[config.mk]
export PLATFORM = sky130hd
export DESIGN_NAME = oscillation_stabilization_control
export DESIGN_NICKNAME = d
export VERILOG_FILES = /design/src/rtl/osc_stab_pkg.sv /design/src/rtl/stab_counter.sv /design/src/rtl/oscillation_stabilization_control.sv
export SDC_FILE = /design/constraint.sdc
export NUM_CORES = 1
export LEC_CHECK = 0
export ABC_AREA = 1
export BUFFER_PORTS_ARGS = -buffer_cell sky130_fd_sc_hd__buf_4
export CORE_UTILIZATION = 49
export CTS_BUF_LIST = sky130_fd_sc_hd__clkbuf_16
export DETAILED_ROUTE_END_ITERATION = 10
export GPL_ROUTABILITY_DRIVEN = 0
export PLACE_DENSITY = 0.68
export SLEW_MARGIN = 20
export SYNTH_ARGS = -nofsm -noshare
export SYNTH_HDL_FRONTEND = slang
export SYNTH_HIERARCHICAL = 1
export SYNTH_SLANG_ARGS = --single-unit
[constraint.sdc]
create_clock -name clk -period 5.7 [get_ports clk]
set_input_delay 0.285 -clock clk [delete_from_list [all_inputs] [get_ports clk]]
set_output_delay 0.285 -clock clk [all_outputs]
set_load 0.1 [all_outputs]
[src/rtl/osc_stab_pkg.sv]
package osc_stab_pkg;

  // ****************************************
  // Bus geometry
  // ****************************************
  localparam int ADDR_W = 8;  // Byte address width
  localparam int DATA_W = 8;  // Register data width

  // ****************************************
  // Register byte offsets
  // ****************************************
  localparam logic [ADDR_W-1:0] OFF_PROC_CLK    = 8'h00;  // processor_clock_ctrl
  localparam logic [ADDR_W-1:0] OFF_MAIN_OSC    = 8'h04;  // Main oscillator control
  localparam logic [ADDR_W-1:0] OFF_STAB_SEL    = 8'h08;  // stabilization_select
  localparam logic [ADDR_W-1:0] OFF_STAB_STATUS = 8'h0C;  // stabilization_status
  localparam logic [ADDR_W-1:0] OFF_IRQ_STATUS  = 8'h10;  // Sticky event bits
  localparam logic [ADDR_W-1:0] OFF_IRQ_MASK    = 8'h14;  // Event enables

  // ****************************************
  // Field positions
  // ****************************************
  localparam int POS_MAIN_CLOCK_CUT = 7;  // In processor_clock_ctrl
  localparam int POS_CPU_ON_SUB     = 4;  // In processor_clock_ctrl
  localparam int POS_MAIN_OSC_HALT  = 7;  // In main oscillator control
  localparam int SEL_W              = 3;  // stabilization_select width
  localparam int IRQ_W              = 2;  // Event bit count
  localparam int IRQ_STAB_DONE      = 0;  // Wait finished
  localparam int IRQ_STOPPED        = 1;  // STOP entered

  // ****************************************
  // Reset values
  // ****************************************
  localparam logic [SEL_W-1:0] RST_STAB_SEL = 3'h4;  // Longest wait
  localparam logic [IRQ_W-1:0] RST_IRQ_MASK = 2'h0;  // All masked

  // ****************************************
  // Timing: threshold k is 2**(FIRST_EXP+k) clocks
  // ****************************************
  localparam int STAB_FIRST_EXP = 11;  // Shortest threshold exponent
  localparam int STAB_STEPS     = 5;   // Number of thresholds

  // ****************************************
  // Types
  // ****************************************
  typedef struct packed {
    logic [ADDR_W-1:0] addr;   // Byte address
    logic [DATA_W-1:0] wdata;  // Write data
    logic              wr;     // Write strobe
    logic              rd;     // Read strobe
  } bus_req_s;

  typedef enum {
    CLK_ACTIVE,       // CPU clock running
    CLK_STOPPED,      // STOP mode, oscillator off
    CLK_STABILIZING   // Waiting for oscillator to settle
  } clk_state_e;

endpackage

[src/rtl/stab_counter.sv]
`timescale 1ns/1ps
module stab_counter
  import osc_stab_pkg::*;
#(
  parameter int FIRST_EXP = STAB_FIRST_EXP,
  parameter int STEPS     = STAB_STEPS
)(
  input  wire logic              clk,
  input  wire logic              reset,
  input  wire logic              restart,   // Clear and relatch limit
  input  wire logic              run,       // Oscillator is oscillating
  input  wire logic [SEL_W-1:0]  limitSel,  // Requested last threshold
  output logic      [STEPS-1:0]  status,    // Bit 0 is shortest
  output logic                   done       // Selected threshold reached
);
  localparam int CNT_W = FIRST_EXP + STEPS;

  // Shift-derived threshold in clock cycles
  function automatic logic [CNT_W-1:0] thresholdOf(input int k);
    thresholdOf = CNT_W'(1) << (FIRST_EXP + k);
  endfunction

  logic [CNT_W-1:0] count;      // Cycles since oscillation began
  logic [SEL_W-1:0] limitHeld;  // Limit frozen for this wait
  logic [SEL_W-1:0] clampSel;   // Out-of-range select clamped
  logic [CNT_W-1:0] limitCount; // Cycle count of the limit
  logic [STEPS-1:0] next_status;

  assign clampSel   = (int'(limitSel) >= STEPS) ? SEL_W'(STEPS - 1) : limitSel;
  assign limitCount = thresholdOf(int'(limitHeld));
  assign done       = status[limitHeld];

  // Limit latched while restarting so mid-wait writes cannot move it
  always_ff @(posedge clk)
  begin
    if (reset)
      limitHeld <= SEL_W'(STEPS - 1);
    else if (restart)
      limitHeld <= clampSel;
  end

  // Counting frozen until oscillation and stopped at the limit
  always_ff @(posedge clk)
  begin
    if (reset || restart)
      count <= '0;
    else if (run && count < limitCount)
      count <= count + CNT_W'(1);
  end

  // Each bit sets once its threshold passes, only up to the limit
  for (genvar k = 0; k < STEPS; k++)
  begin : g_bit
    assign next_status[k] = status[k] |
        ((k <= int'(limitHeld)) && (count >= thresholdOf(k)));
  end

  always_ff @(posedge clk)
  begin
    if (reset || restart)
      status <= '0;
    else
      status <= next_status;
  end
endmodule // stab_counter

[src/rtl/oscillation_stabilization_control.sv]
`timescale 1ns/1ps
module oscillation_stabilization_control
  import osc_stab_pkg::*;
#(
  parameter int FIRST_EXP = STAB_FIRST_EXP,  // Shortest threshold exponent
  parameter int STEPS     = STAB_STEPS       // Threshold count
)(
  input  wire logic                       clk,
  input  wire logic                       reset,
  input  wire osc_stab_pkg::bus_req_s     busReq,         // Register request
  output logic [osc_stab_pkg::DATA_W-1:0] rdata,          // Read data, next cycle
  input  wire logic                       stopReq,        // STOP instruction pulse
  input  wire logic                       wakeReq,        // Release interrupt
  input  wire logic                       oscStartedPin,  // Oscillator alive, async
  output logic                            oscEnable,      // Main oscillator run
  output logic                            cpuClockHold,   // CPU clock gated off
  output logic                            irq             // Level interrupt
);
  import osc_stab_pkg::*;

  // ****************************************
  // Parameter checks
  // ****************************************
  if (STEPS < 1 || STEPS > DATA_W || STEPS > (1 << SEL_W))
  begin : g_bad_steps
    $error("STEPS out of range");
  end
  if (FIRST_EXP < 1 || FIRST_EXP > 24)
  begin : g_bad_exp
    $error("FIRST_EXP out of range");
  end

  // ****************************************
  // Declarations
  // ****************************************
  clk_state_e       state;         // Clock control state
  clk_state_e       next_state;    // Its next value
  logic             mainClockCut;  // Halt while on subsystem clock
  logic             cpuOnSub;      // CPU runs from subsystem clock
  logic             mainOscHalt;   // Halt while on main clock
  logic [SEL_W-1:0] stabSel;       // Selected wait threshold
  logic [IRQ_W-1:0] irqStatus;     // Sticky events
  logic [IRQ_W-1:0] irqMask;       // Event enables
  logic             oscSyncA;      // First synchroniser stage
  logic             oscSyncB;      // Safe oscillation level
  logic [STEPS-1:0] stabStatus;    // Threshold bits from counter
  logic             stabDone;      // Selected threshold reached
  logic             next_oscEnable;
  logic [IRQ_W-1:0] irqEvents;     // Event pulses this cycle
  logic [IRQ_W-1:0] next_irqStatus;
  logic [DATA_W-1:0] readMux;      // Selected read value

  // ****************************************
  // Address decode
  // ****************************************
  wire hitProcClk  = busReq.addr == OFF_PROC_CLK;
  wire hitMainOsc  = busReq.addr == OFF_MAIN_OSC;
  wire hitStabSel  = busReq.addr == OFF_STAB_SEL;
  wire hitStatus   = busReq.addr == OFF_STAB_STATUS;
  wire hitIrqStat  = busReq.addr == OFF_IRQ_STATUS;
  wire hitIrqMask  = busReq.addr == OFF_IRQ_MASK;
  wire wrProcClk   = busReq.wr && hitProcClk;
  wire wrMainOsc   = busReq.wr && hitMainOsc;
  wire wrStabSel   = busReq.wr && hitStabSel;
  wire wrIrqStat   = busReq.wr && hitIrqStat;
  wire wrIrqMask   = busReq.wr && hitIrqMask;

  // ****************************************
  // Control registers
  // ****************************************
  // Clock control bits; status register is read-only
  always_ff @(posedge clk)
  begin
    if (reset)
    begin
      mainClockCut <= 1'b0;
      cpuOnSub     <= 1'b0;
    end
    else if (wrProcClk)
    begin
      mainClockCut <= busReq.wdata[POS_MAIN_CLOCK_CUT];
      cpuOnSub     <= busReq.wdata[POS_CPU_ON_SUB];
    end
  end

  // Main oscillator halt, honoured only on main clock
  always_ff @(posedge clk)
  begin
    if (reset)
      mainOscHalt <= 1'b0;
    else if (wrMainOsc)
      mainOscHalt <= busReq.wdata[POS_MAIN_OSC_HALT];
  end

  // Select; relatched throughout STOP, so the value held at wake sets the limit
  always_ff @(posedge clk)
  begin
    if (reset)
      stabSel <= RST_STAB_SEL;
    else if (wrStabSel)
      stabSel <= busReq.wdata[SEL_W-1:0];
  end

  // Interrupt enables
  always_ff @(posedge clk)
  begin
    if (reset)
      irqMask <= RST_IRQ_MASK;
    else if (wrIrqMask)
      irqMask <= busReq.wdata[IRQ_W-1:0];
  end

  // ****************************************
  // Oscillator-alive synchroniser
  // ****************************************
  // Pin comes from the analog oscillator, not from clk
  always_ff @(posedge clk)
  begin
    if (reset)
    begin
      oscSyncA <= 1'b0;
      oscSyncB <= 1'b0;
    end
    else
    begin
      oscSyncA <= oscStartedPin;
      oscSyncB <= oscSyncA;
    end
  end

  // ****************************************
  // Stabilization counter
  // ****************************************
  // Restart held throughout STOP so the limit tracks the latest select
  wire counterRestart = (state == CLK_STOPPED) ||
                        (state == CLK_ACTIVE && stopReq);
  wire counterRun     = (state == CLK_STABILIZING) && oscSyncB;

  stab_counter #(
    .FIRST_EXP (FIRST_EXP),
    .STEPS     (STEPS)
  ) u_counter (
    .clk      (clk),
    .reset    (reset),
    .restart  (counterRestart),
    .run      (counterRun),
    .limitSel (stabSel),
    .status   (stabStatus),
    .done     (stabDone)
  );

  // ****************************************
  // Clock control state machine
  // ****************************************
  // Reset starts in the wait, so a cold start also settles first
  always_comb
  begin
    next_state = state;
    unique case (state)
      CLK_ACTIVE:
        if (stopReq)
          next_state = CLK_STOPPED;
      CLK_STOPPED:
        if (wakeReq)
          next_state = CLK_STABILIZING;
      CLK_STABILIZING:
        if (stabDone)
          next_state = CLK_ACTIVE;
    endcase
  end

  always_ff @(posedge clk)
  begin
    if (reset)
      state <= CLK_STABILIZING;
    else
      state <= next_state;
  end

  // ****************************************
  // Oscillator enable
  // ****************************************
  // On subsystem clock the halt bit is ignored; only the cut bit counts
  wire runHalt = cpuOnSub ? mainClockCut : mainOscHalt;
  always_comb
  begin
    unique case (next_state)
      CLK_STOPPED:     next_oscEnable = 1'b0;
      CLK_STABILIZING: next_oscEnable = 1'b1;
      CLK_ACTIVE:      next_oscEnable = !runHalt;
    endcase
  end

  always_ff @(posedge clk)
  begin
    if (reset)
    begin
      oscEnable    <= 1'b1;
      cpuClockHold <= 1'b1;
    end
    else
    begin
      oscEnable    <= next_oscEnable;
      cpuClockHold <= next_state != CLK_ACTIVE;
    end
  end

  // ****************************************
  // Interrupt status
  // ****************************************
  // Set beats a same-cycle write-one-to-clear, so no event is lost
  assign irqEvents[IRQ_STAB_DONE] = (state == CLK_STABILIZING) && stabDone;
  assign irqEvents[IRQ_STOPPED]   = (state == CLK_ACTIVE) && stopReq;
  assign next_irqStatus = (irqStatus & ~(wrIrqStat ? busReq.wdata[IRQ_W-1:0] : '0))
                          | irqEvents;
  // Mask written this cycle already counts, so irq never lags the mask
  wire [IRQ_W-1:0] next_irqMask = wrIrqMask ? busReq.wdata[IRQ_W-1:0] : irqMask;

  always_ff @(posedge clk)
  begin
    if (reset)
    begin
      irqStatus <= '0;
      irq       <= 1'b0;
    end
    else
    begin
      irqStatus <= next_irqStatus;
      irq       <= |(next_irqStatus & next_irqMask);
    end
  end

  // ****************************************
  // Read path
  // ****************************************
  // Unmapped addresses read as zero
  assign readMux =
      hitProcClk ? (DATA_W'(mainClockCut) << POS_MAIN_CLOCK_CUT) |
                   (DATA_W'(cpuOnSub) << POS_CPU_ON_SUB) :
      hitMainOsc ? DATA_W'(mainOscHalt) << POS_MAIN_OSC_HALT :
      hitStabSel ? DATA_W'(stabSel) :
      hitStatus  ? DATA_W'(stabStatus) :
      hitIrqStat ? DATA_W'(irqStatus) :
      hitIrqMask ? DATA_W'(irqMask) :
                   '0;

  // Data stands only in the cycle after the strobe
  always_ff @(posedge clk)
  begin
    if (reset)
      rdata <= '0;
    else
      rdata <= busReq.rd ? readMux : '0;
  end
endmodule // oscillation_stabilization_control

==> results of run 1 <==
## cells in the mapped netlist (all sizes together)
library cell / count
o22ai: 2
conb: 1
clkinv: 2
nand3: 26
a32o: 1
nand2: 139
nor2: 84
nand4: 29
o31ai: 2
xor2: 5
xnor2: 1
a211oi: 1
nor4: 2
dfxtp: 77
inv: 75
buf: 8
and2: 1
nand3b: 2
a41oi: 6
or2: 2
o21ai: 19
a21oi: 30
nor3: 19
ha: 10
o2111ai: 1
nor3b: 1
clkbuf: 7
## where the power goes
| part | internal [mW] | switching [mW] | total, mW |
|---|---|---|---|
| Combinational | 0.0521 | 0.127 | 0.179 |
| Clock | 0.346 | 0.238 | 0.584 |
| Sequential | 0.550 | 0.0107 | 0.561 |
## worst max-delay path, cell delays in order (launching register included)
cell and delay (ns):
dfxtp_1 0.36, nor2_1 0.28, inv_1 0.10, ha_1 0.28, inv_1 0.07, nand2_1 0.07
inv_1 0.07, nand2_1 0.06, ha_1 0.30, nand2_1 0.14, inv_1 0.06, nand2_1 0.05
nand2_1 0.08, a21oi_4 0.43, nand3_4 0.28, nand2_1 0.13, a21oi_1 0.06
## final cells by class
class | count | area share
inverters | 77 | 0.0649
multi-input cells | 385 | 0.442
clock inverters | 7 | 0.0185
flip-flops and latches | 77 | 0.346
repair buffers | 29 | 0.0489
well taps | 102 | 0.0287
clock buffers | 9 | 0.0506
## routing by layer
layer  vias to the layer above  part of all wire  wire length (µm)  global-route usage
met3                         8             0.043               345              0.0360
met2                        63              0.46              3690               0.354
li1                       1848                 -                 -                   -
met4                         0             0.014               114              0.0886
met1                      1546              0.48              3820               0.265
met5                         -                 0                 0                   0
## worst min-delay path by stage
stage / start / endpoint / slack, ns
after floorplan: reset / irqMask[1] / 0.37
after global placement: oscSyncA / oscSyncB / 0.40
after detailed placement: oscSyncA / oscSyncB / 0.40
after CTS: oscStartedPin / oscSyncA / 0.15
after global routing: oscStartedPin / oscSyncA / 0.16
final: oscStartedPin / oscSyncA / 0.16
## cell families (layout without fill, tap and decap cells)
family | Yosys count | in the layout | synth area share
adder cells (fa/ha/maj) | 10 | 10 | 0.0322
buffers and inverters | 92 | 122 | 0.0964
other | 1 | 2 | 0.000967
XOR/XNOR | 6 | 6 | 0.0135
AND/OR/NAND/NOR | 305 | 305 | 0.366
AO/OA/AOI/OAI | 62 | 62 | 0.0935
flip-flops | 77 | 77 | 0.397
## registers in the layout (all words and copies together), names as in the netlist, 2 cells and up
signal	flops
u_counter/limitHeld	3
irqMask	2
irqStatus	2
state	32
u_counter/count	16
u_counter/status	5
rdata	6
stabSel	3
## through the flow
step                      instances   util  setup WS (ns)  area (µm²)  total power, mW
final                           686  0.579           2.74        4450             1.32
after global routing            686  0.579           2.40        4450             1.38
after CTS                       686  0.579           2.78        4450             1.34
after detailed placement        670  0.539           2.79        4140            0.751
after global placement          670  0.539           2.82        4140            0.748
after floorplan                 554      -           3.26        3880            0.713
==> impl_results.md, run 1 <==
- Post-synth top area share: 0.397
- Largest net degree at the start of global routing: 44
- Total Wirelength: between 7000 and 8000 µm
- Num rows: 32
- Later-pin clock latency in the skew report: 0.34 ns
- Crit Path Max Fanout: 18
- Setup TNS: 0 ns
- Inserted Clock Buffers: 9
- R2R Path End: u_counter/count[2]
- Routed Antenna Nets: 0
- Post-DP HPWL: around 5600 µm
- Critical path type: register to register
- Synth Instances: 553
- Ratio of cells with drive above 1 in the final layout: 0.175
- Net count reported at finish: between 600 and 700
- Final period util: 0.520
- Setup crit start kind: register
- PD cells: between 200 and 300 nW/µm²
- Post-CTS Setup Bufs: 0
- Yosys top cell by area: dfxtp_1
- Fill count: 744
- Seq. cell area: ~1500 µm²
- Final Max Tran Viols: 0
- Sequential-to-total area share from yosys stat: 0.397
- I/O pins: 34
- H-tree Lvls: 3
- End of the critical path: u_counter/count[2]
- Initial Utilization: 0.505
- Setup Skew: approximately 0.0096 ns
- Netlist cell types: 39
- Initial DRC Count: 193
- FMAX: roughly 340 MHz
- Slew @ Worst Pin: 0.562 ns
- Synthesized area per cell: ~7 µm²
- Drt wl/cell: between 10 and 15 µm
- Hold-critical path depth: 3
- Via density: between 5 and 6
- CP required: around 5.9 ns
- WP data arrival: 3.17 ns
- CTS max path bufs: 2
- Worst VDD drop: between 0.15 and 0.2 mV
- CTS clock-pin slew for the worst setup and hold paths: approximately 0.060 ns
- Die X: between 90 and 100 µm
- CP endpoint kind: register
- TritonCTS clock tree: yes
- R2r worst-path depth: 16
- Multi-input gate area: roughly 2000 µm²
- Status: completed
- Die height: 91.0 µm
- CTS root buffer: clkbuf_16
- Synth-to-layout area growth: 14.7%
- Reg-to-Reg Start: u_counter/limitHeld[0]
- Total grt overflow: 0
- Yosys warns: 6
- Min-Delay Path Class: primary input to register
- Initial antenna violation count: 0
- CTS resizes: 0
- Clock sinks: a little under 80
- Synth Register Bits: 77
- Buffers on Ports: 28
- Pre-antenna DRT Iters: 4
- Core area: 7690 µm²
- Gr usage total: 0.210
- Hold_ws: 0.158 ns
- Leak: approximately 1.9 nW
- Register-to-register setup slack: 2.74 ns
- Max Cap Viol: 0
- Min Tclk post-route: 2.96 ns
- Final-report hold violation count: 0
- Number of global-route vias before repair: approximately 3,300
- Synthesized area: ~3900 µm²
- Final setup fails: 0
- Slew headroom: 0.623
- RSZ-0062 raised after global routing: false
- First-pass GRT wire length: ~14,000 µm
- Most frequent cells in the layout: nand2_1, dfxtp_1, nor2_1
- CP Launch Point: u_counter/limitHeld[0]
- Hold_buf cts: 0
- # DRC: 0
- Synth top area cells: dfxtp_1, nand2_1, nor2_1, nand4_1, inv_1
- Most common cell after layout, fill and taps aside: nand2_1
- Total number of vias: 3,465
- Die area: a little over 8000 µm²
- Diodes inserted: 0
No activity file was read; power rests on OpenSTA's default activity.
==> run 2, diff against run 1 <==
PLACE_DENSITY = 0.7   (was 0.68)
clock period = 2.4 ns   (was 5.7 ns; I/O delays follow)
==> impl_results.md, run 2 (synthesis results as in run 1) <==
- Status: completed (unchanged)
- Largest net degree at the start of global routing: 44 (unchanged)
- Sw Share: 0.275 (was 0.284)
- Int Power: 2.39 mW (was 948 µW)
- Number of global-route vias before repair: 3,323 (was 3,292)
- Non-Filler Instances: 703 (was 686)
- Most frequent cells in the layout: nand2_1, dfxtp_1, nor2_1 (unchanged)
- Worst VDD drop: 0.512 mV (was 0.193 mV)
- Final period util: 0.977 (was 0.520)
- Min Tclk post-route: 2.34 ns (was 2.96 ns)
- Core area: 7690 µm² (unchanged)
- First-pass GRT wire length: 14,700 µm (was 14,000 µm)
- Die area: 8280 µm² (unchanged)
- Initial DRC Count: 212 (was 193)
- WP data arrival: 2.61 ns (was 3.17 ns)
- CTS max path bufs: 2 (unchanged)
- I/O pins: 34 (unchanged)
- Max Cap Viol: 0 (unchanged)
- Diodes inserted: 0 (unchanged)
- Num rows: 32 (unchanged)
- Logic pwr share: 0.152 (was 0.135)
- H-tree Lvls: 3 (unchanged)
- Largest regs: state: 32 flops, u_counter/count: 16 flops, rdata: 6 flops (unchanged)
- Final Max Tran Viols: 0 (unchanged)
- DP Area: 4220 µm² (was 4140 µm²)
- Via density: 5.15 (was 5.05)
- Final-report hold violation count: 0 (unchanged)
- Min-Delay Path Class: primary input to register (unchanged)
- Fill count: 705 (was 744)
- Die X: 91.0 µm (unchanged)
- Slew headroom: 0.531 (was 0.623)
- Setup crit start kind: register (unchanged)
- Leak: 1.98 nW (was 1.88 nW)
- Drt wl/cell: 12.1 µm (was 11.6 µm)
- R2r worst-path depth: 17 (was 16)
- Register-to-register setup slack: 0.06 ns (was 2.74 ns)
- Sequential share of power: 0.402 (was 0.424)
- Setup TNS: 0 ns (unchanged)
- # DRC: 0 (unchanged)
- Buffers on Ports: 28 (unchanged)
- Most common cell after layout, fill and taps aside: nand2_1 (unchanged)
- Routed Antenna Nets: 0 (unchanged)
- Ratio of cells with drive above 1 in the final layout: 0.238 (was 0.175)
- Initial Utilization: 0.505 (unchanged)
- Net count reported at finish: 629 (was 612)
- Final setup fails: 0 (unchanged)
- Inserted Clock Buffers: 9 (unchanged)
- CP endpoint kind: register (unchanged)
- Post-DP HPWL: 5870 µm (was 5640 µm)
- Top reg by flops: state (unchanged)
- Pre-antenna DRT Iters: 5 (was 4)
- Placed insts: 680 (was 670)
- Gr usage total: 0.219 (was 0.210)
- FMAX: 427 MHz (was 338 MHz)
- Net Sw Power: 908 µW (was 376 µW)
- PD cells: 695 nW/µm² (was 297 nW/µm²)
- Total grt overflow: 0 (unchanged)
- Synth-to-layout area growth: 22.4% (was 14.7%)
- TritonCTS clock tree: yes (unchanged)
- Clock sinks: 77 (unchanged)
- Later-pin clock latency in the skew report: 0.33 ns (was 0.34 ns)
- Critical path type: register to register (unchanged)
- R2R Path End: u_counter/count[1] (was u_counter/count[2])
- End of the critical path: u_counter/count[1] (was u_counter/count[2])
- Finished Cell Area: 4750 µm² (was 4450 µm²)
- Crit Path Max Fanout: 5 (was 18)
- Largest register FFs: 32 (unchanged)
- CTS root buffer: clkbuf_16 (unchanged)
- Pre-CTS WS: -0.0602 ns (was 2.79 ns)
- Die height: 91.0 µm (unchanged)
- CP Launch Point: u_counter/limitHeld[1] (was u_counter/limitHeld[0])
- Initial antenna violation count: 0 (unchanged)
- Slew @ Worst Pin: 0.701 ns (was 0.562 ns)
- RSZ-0062 raised after global routing: true (was false)
- Reg-to-Reg Start: u_counter/limitHeld[1] (was u_counter/limitHeld[0])
- Setup Skew: 0.0135 ns (was 0.00963 ns)
- Power share of the clock group: 0.445 (was 0.441)
- CTS clock-pin slew for the worst setup and hold paths: 0.06 ns (about the same)
- Total Wirelength: 8500 µm (was 7960 µm)
- Total number of vias: 3,621 (was 3,465)
- Final WS setup: 0.0559 ns (was 2.74 ns)
- CP required: 2.67 ns (was 5.90 ns)
## run 2: cell count changes in the layout (fill, tap and decap cells not counted), sizes merged
cell,change
buf,+14
bufinv,+1
clkinvlp,-1
dlygate4sd3,+1
nand3,+2
## run 2: layout make-up
type                            count  area, µm²  area share
Clock buffer                        9        225      0.0474
Clock inverter                      7        105      0.0221
Inverter                           77        292      0.0614
Multi-Input combinational cell    387       2100       0.442
Sequential cell                    77       1540       0.325
Tap cell                          102        128      0.0269
Timing Repair Buffer               44        357      0.0751
## run 2: worst min path at each step
| stage | slack (ns) | to | startpoint | cells past startpoint |
|---|---|---|---|---|
| 3_5_place_dp | 0.33 | oscSyncA | oscStartedPin | 3 |
| 2_1_floorplan | 0.20 | irqMask[1] | reset | 1 |
| 5_1_grt | 0.04 | cpuOnSub | busReq[6] | 3 |
| 6_report | 0.02 | cpuOnSub | busReq[6] | 3 |
| 3_3_place_gp | 0.32 | oscSyncA | oscStartedPin | 3 |
| 4_1_cts | 0.02 | cpuOnSub | busReq[6] | 3 |
## run 2: layer usage
layer,track usage,wire length [µm]
met1,0.290,3870
met2,0.364,4070
met3,0.0477,490
met4,0.0542,70
met5,0,0
## run 2: power by group through the flow
stage / logic (mW) / registers [mW] / clock network (mW)
after CTS: 0.468 / 1.33 / 1.50
after global routing: 0.547 / 1.33 / 1.57
final: 0.502 / 1.33 / 1.47
after detailed placement: 0.448 / 1.35 / 0
after floorplan: 0.269 / 1.43 / 0
after global placement: 0.440 / 1.35 / 0
## run 2: critical path: stages, from the launching register on
cell	delay, ns
dfxtp_2	0.33
nor2_4	0.11
inv_2	0.06
ha_4	0.27
inv_4	0.04
nor2_4	0.14
nand2_1	0.08
ha_1	0.31
nand2_2	0.10
inv_2	0.04
nand2_2	0.05
nand2_2	0.06
a21oi_4	0.14
buf_12	0.14
nand3_4	0.13
nand2_2	0.13
nand2_2	0.05
nor2_2	0.11
## run 2: what timing repair did
action | 4_1_cts | 5_1_grt
pin swaps | 3 | 12
hold endpoints to repair | 1 | 0
hold buffers | 1 | 0
endpoints found under the setup margin | 11 | 16
buffers inserted | 1 | 2
gates resized for setup | 6 | 26
gates cloned | 3 | 0
## run 2: per-stage QoR
| stage | util | hold WS (ns) | total power, mW |
|---|---|---|---|
| finish | 0.618 | 0.0231 | 3.30 |
| global route | 0.618 | 0.0380 | 3.45 |
| CTS | 0.602 | 0.0225 | 3.30 |
| detailed placement | 0.549 | 0.332 | 1.80 |
| global placement | 0.549 | 0.324 | 1.79 |
| floorplan | - | 0.201 | 1.69 |
==> run 3, diff against run 2 <==
CORE_UTILIZATION = 54   (was 49)
PLACE_DENSITY = 0.76   (was 0.7)
==> impl_results.md, run 3 (synthesis results as in run 1) <==
- TritonCTS clock tree: yes (unchanged)
- CTS max path bufs: 2 (unchanged)
- Critical path type: register to register (unchanged)
- R2R Path End: u_counter/count[2] (was u_counter/count[1])
- Violated checks: negative setup slack
- Die area: 7530 µm² (was 8280 µm²)
- Most frequent cells in the layout: nand2_1, dfxtp_1, nor2_1 (unchanged)
- Final WS setup: -0.0127 ns (was 0.0559 ns)
- Routed Antenna Nets: 0 (unchanged)
- Min Tclk post-route: 2.41 ns (was 2.34 ns)
- Largest register FFs: 32 (unchanged)
- Leak: 1.99 nW (was 1.98 nW)
- Initial DRC Count: 302 (was 212)
- Register-to-register setup slack: -0.01 ns (was 0.06 ns)
- Final Max Tran Viols: 0 (unchanged)
- Number of global-route vias before repair: 3,424 (was 3,323)
- Crit Path Max Fanout: 7 (was 5)
- Gr usage total: 0.250 (was 0.219)
- Inserted Clock Buffers: 9 (unchanged)
- WP data arrival: 2.63 ns (was 2.61 ns)
- Finished Cell Area: 4730 µm² (was 4750 µm²)
- DP Area: 4210 µm² (was 4220 µm²)
- Placed insts: 673 (was 680)
- Status: finished with violations (was completed)
- Total Wirelength: 9320 µm (was 8500 µm)
- Met2 WL post-DR: 4530 µm (was 4070 µm)
- Die height: 86.8 µm (was 91.0 µm)
- Top sig layer: met4 (unchanged)
- Net count reported at finish: 631 (was 629)
- FMAX: 414 MHz (was 427 MHz)
- Reg-to-Reg Start: u_counter/limitHeld[1] (unchanged)
- Largest regs: state: 32 flops, u_counter/count: 16 flops, rdata: 6 flops (unchanged)
- Final period util: 1.01 (was 0.977)
- Final setup fails: 3 (was 0)
- Setup crit start kind: register (unchanged)
- Initial Utilization: 0.565 (was 0.505)
- CP required: 2.62 ns (was 2.67 ns)
- Max Cap Viol: 0 (unchanged)
- Num rows: 30 (was 32)
- PD cells: 664 nW/µm² (was 695 nW/µm²)
- CP endpoint kind: register (unchanged)
- Total number of vias: 3,794 (was 3,621)
- Via density: 5.43 (was 5.15)
- CTS root buffer: clkbuf_16 (unchanged)
- Total grt overflow: 0 (unchanged)
- Setup Skew: 0.00890 ns (was 0.0135 ns)
- Slew headroom: 0.463 (was 0.531)
- Ratio of cells with drive above 1 in the final layout: 0.226 (was 0.238)
- Core area: 6870 µm² (was 7690 µm²)
- Sequential share of power: 0.423 (was 0.402)
- Diodes inserted: 0 (unchanged)
- Die X: 86.8 µm (was 91.0 µm)
- Sw Share: 0.298 (was 0.275)
- Drt wl/cell: 13.3 µm (was 12.1 µm)
- Logic pwr share: 0.168 (was 0.152)
- H-tree Lvls: 3 (unchanged)
- Clock sinks: 77 (unchanged)
- I/O pins: 34 (unchanged)
- Later-pin clock latency in the skew report: 0.33 ns (about the same)
- First-pass GRT wire length: 14,700 µm (about the same)
- # DRC: 0 (unchanged)
- RSZ-0062 raised after global routing: true (unchanged)
- Total power: 3.14 mW (was 3.30 mW)
- Worst VDD drop: 0.401 mV (was 0.512 mV)
- End of the critical path: u_counter/count[2] (was u_counter/count[1])
- Met3 WL: 534 µm (was 490 µm)
- Initial antenna violation count: 0 (unchanged)
- Power share of the clock group: 0.409 (was 0.445)
- Int Power: 2.20 mW (was 2.39 mW)
- Pre-antenna DRT Iters: 7 (was 5)
- CTS clock-pin slew for the worst setup and hold paths: 0.07 ns (was 0.06 ns)
- CP Launch Point: u_counter/limitHeld[1] (unchanged)
- Net Sw Power: 937 µW (was 908 µW)
- Slew @ Worst Pin: 0.803 ns (was 0.701 ns)
- Largest net degree at the start of global routing: 44 (unchanged)
- Final-report hold violation count: 0 (unchanged)
- R2r worst-path depth: 14 (was 17)
- Buffers on Ports: 28 (unchanged)
- Top reg by flops: state (unchanged)
- Non-Filler Instances: 699 (was 703)
- Min-Delay Path Class: primary input to register (unchanged)
- Post-DP HPWL: 5960 µm (was 5870 µm)
- Synth-to-layout area growth: 21.8% (was 22.4%)
- DRT met1 WL: 4110 µm (was 3870 µm)
- Most common cell after layout, fill and taps aside: nand2_1 (unchanged)
run 3: cell count changes in the layout (fill, tap and decap cells not counted), sizes merged:
cell         change
bufinv           -2
clkinv           +2
buf              -1
clkbuf           +1
dlygate4sd3      +1
nand3            +1
run 3: power by group through the flow:
stage	clock network (mW)	logic (mW)	registers, mW
floorplan	0	0.269	1.43
global placement	0	0.438	1.35
detailed placement	0	0.447	1.36
CTS	1.30	0.480	1.33
global route	1.36	0.573	1.33
finish	1.28	0.528	1.33
run 3: worst min path at each step:
| stage | slack (ns) | end | depth (start not counted) | startpoint |
|---|---|---|---|---|
| floorplan | 0.20 | irqMask[1] | 1 | reset |
| global placement | 0.33 | oscSyncA | 3 | oscStartedPin |
| detailed placement | 0.33 | oscSyncA | 3 | oscStartedPin |
| CTS | 0.02 | stabSel[2] | 3 | busReq[4] |
| global route | 0.04 | stabSel[2] | 3 | busReq[4] |
| finish | 0.03 | stabSel[2] | 3 | busReq[4] |
run 3: critical path: stages (launching register included):
cell	delay (ns)
dfxtp_2	0.33
nor2_2	0.14
inv_2	0.06
ha_4	0.28
inv_4	0.04
nor2_4	0.12
nand4_1	0.13
ha_1	0.32
nand2_2	0.06
nor2_4	0.09
nor3b_4	0.23
nand2_4	0.16
clkbuf_16	0.20
nand4_1	0.08
a21oi_1	0.07
run 3: stage by stage:
step / setup TNS, ns / setup slack (ns) / utilization / hold WS (ns)
floorplan: 0 / 0.0183 / - / 0.201
global placement: 0 / 0.0265 / 0.612 / 0.327
detailed placement: -0.646 / -0.0559 / 0.612 / 0.329
CTS: 0 / 0.000667 / 0.672 / 0.0190
global route: -1.19 / -0.0962 / 0.688 / 0.0424
finish: -0.0172 / -0.0127 / 0.688 / 0.0293
run 3: area by class of cell:
| class | instances | area [µm²] |
|---|---|---|
| Fill cell | 565 | 2140 |
| Multi-Input combinational cell | 388 | 2090 |
| Sequential cell | 77 | 1540 |
| Timing Repair Buffer | 45 | 400 |
| Inverter | 77 | 292 |
| Clock buffer | 9 | 225 |
| Tap cell | 96 | 120 |
| Clock inverter | 7 | 58.8 |
run 3: repair_timing:
action                                  CTS  global route
pin swaps                                 5            23
cloned                                    4             1
setup buffers                             1             2
endpoints found under the setup margin   16            16
resized for setup                        11            17
hold endpoints to repair                  2             0
hold buffers                              2             0
run 3: metal layers:
| metal | global-route usage | vias to the layer above |
|---|---|---|
| li1 | - | 1891 |
| met1 | 0.313 | 1753 |
| met2 | 0.422 | 133 |
| met3 | 0.0495 | 17 |
| met4 | 0.100 | 0 |
| met5 | 0 | - |
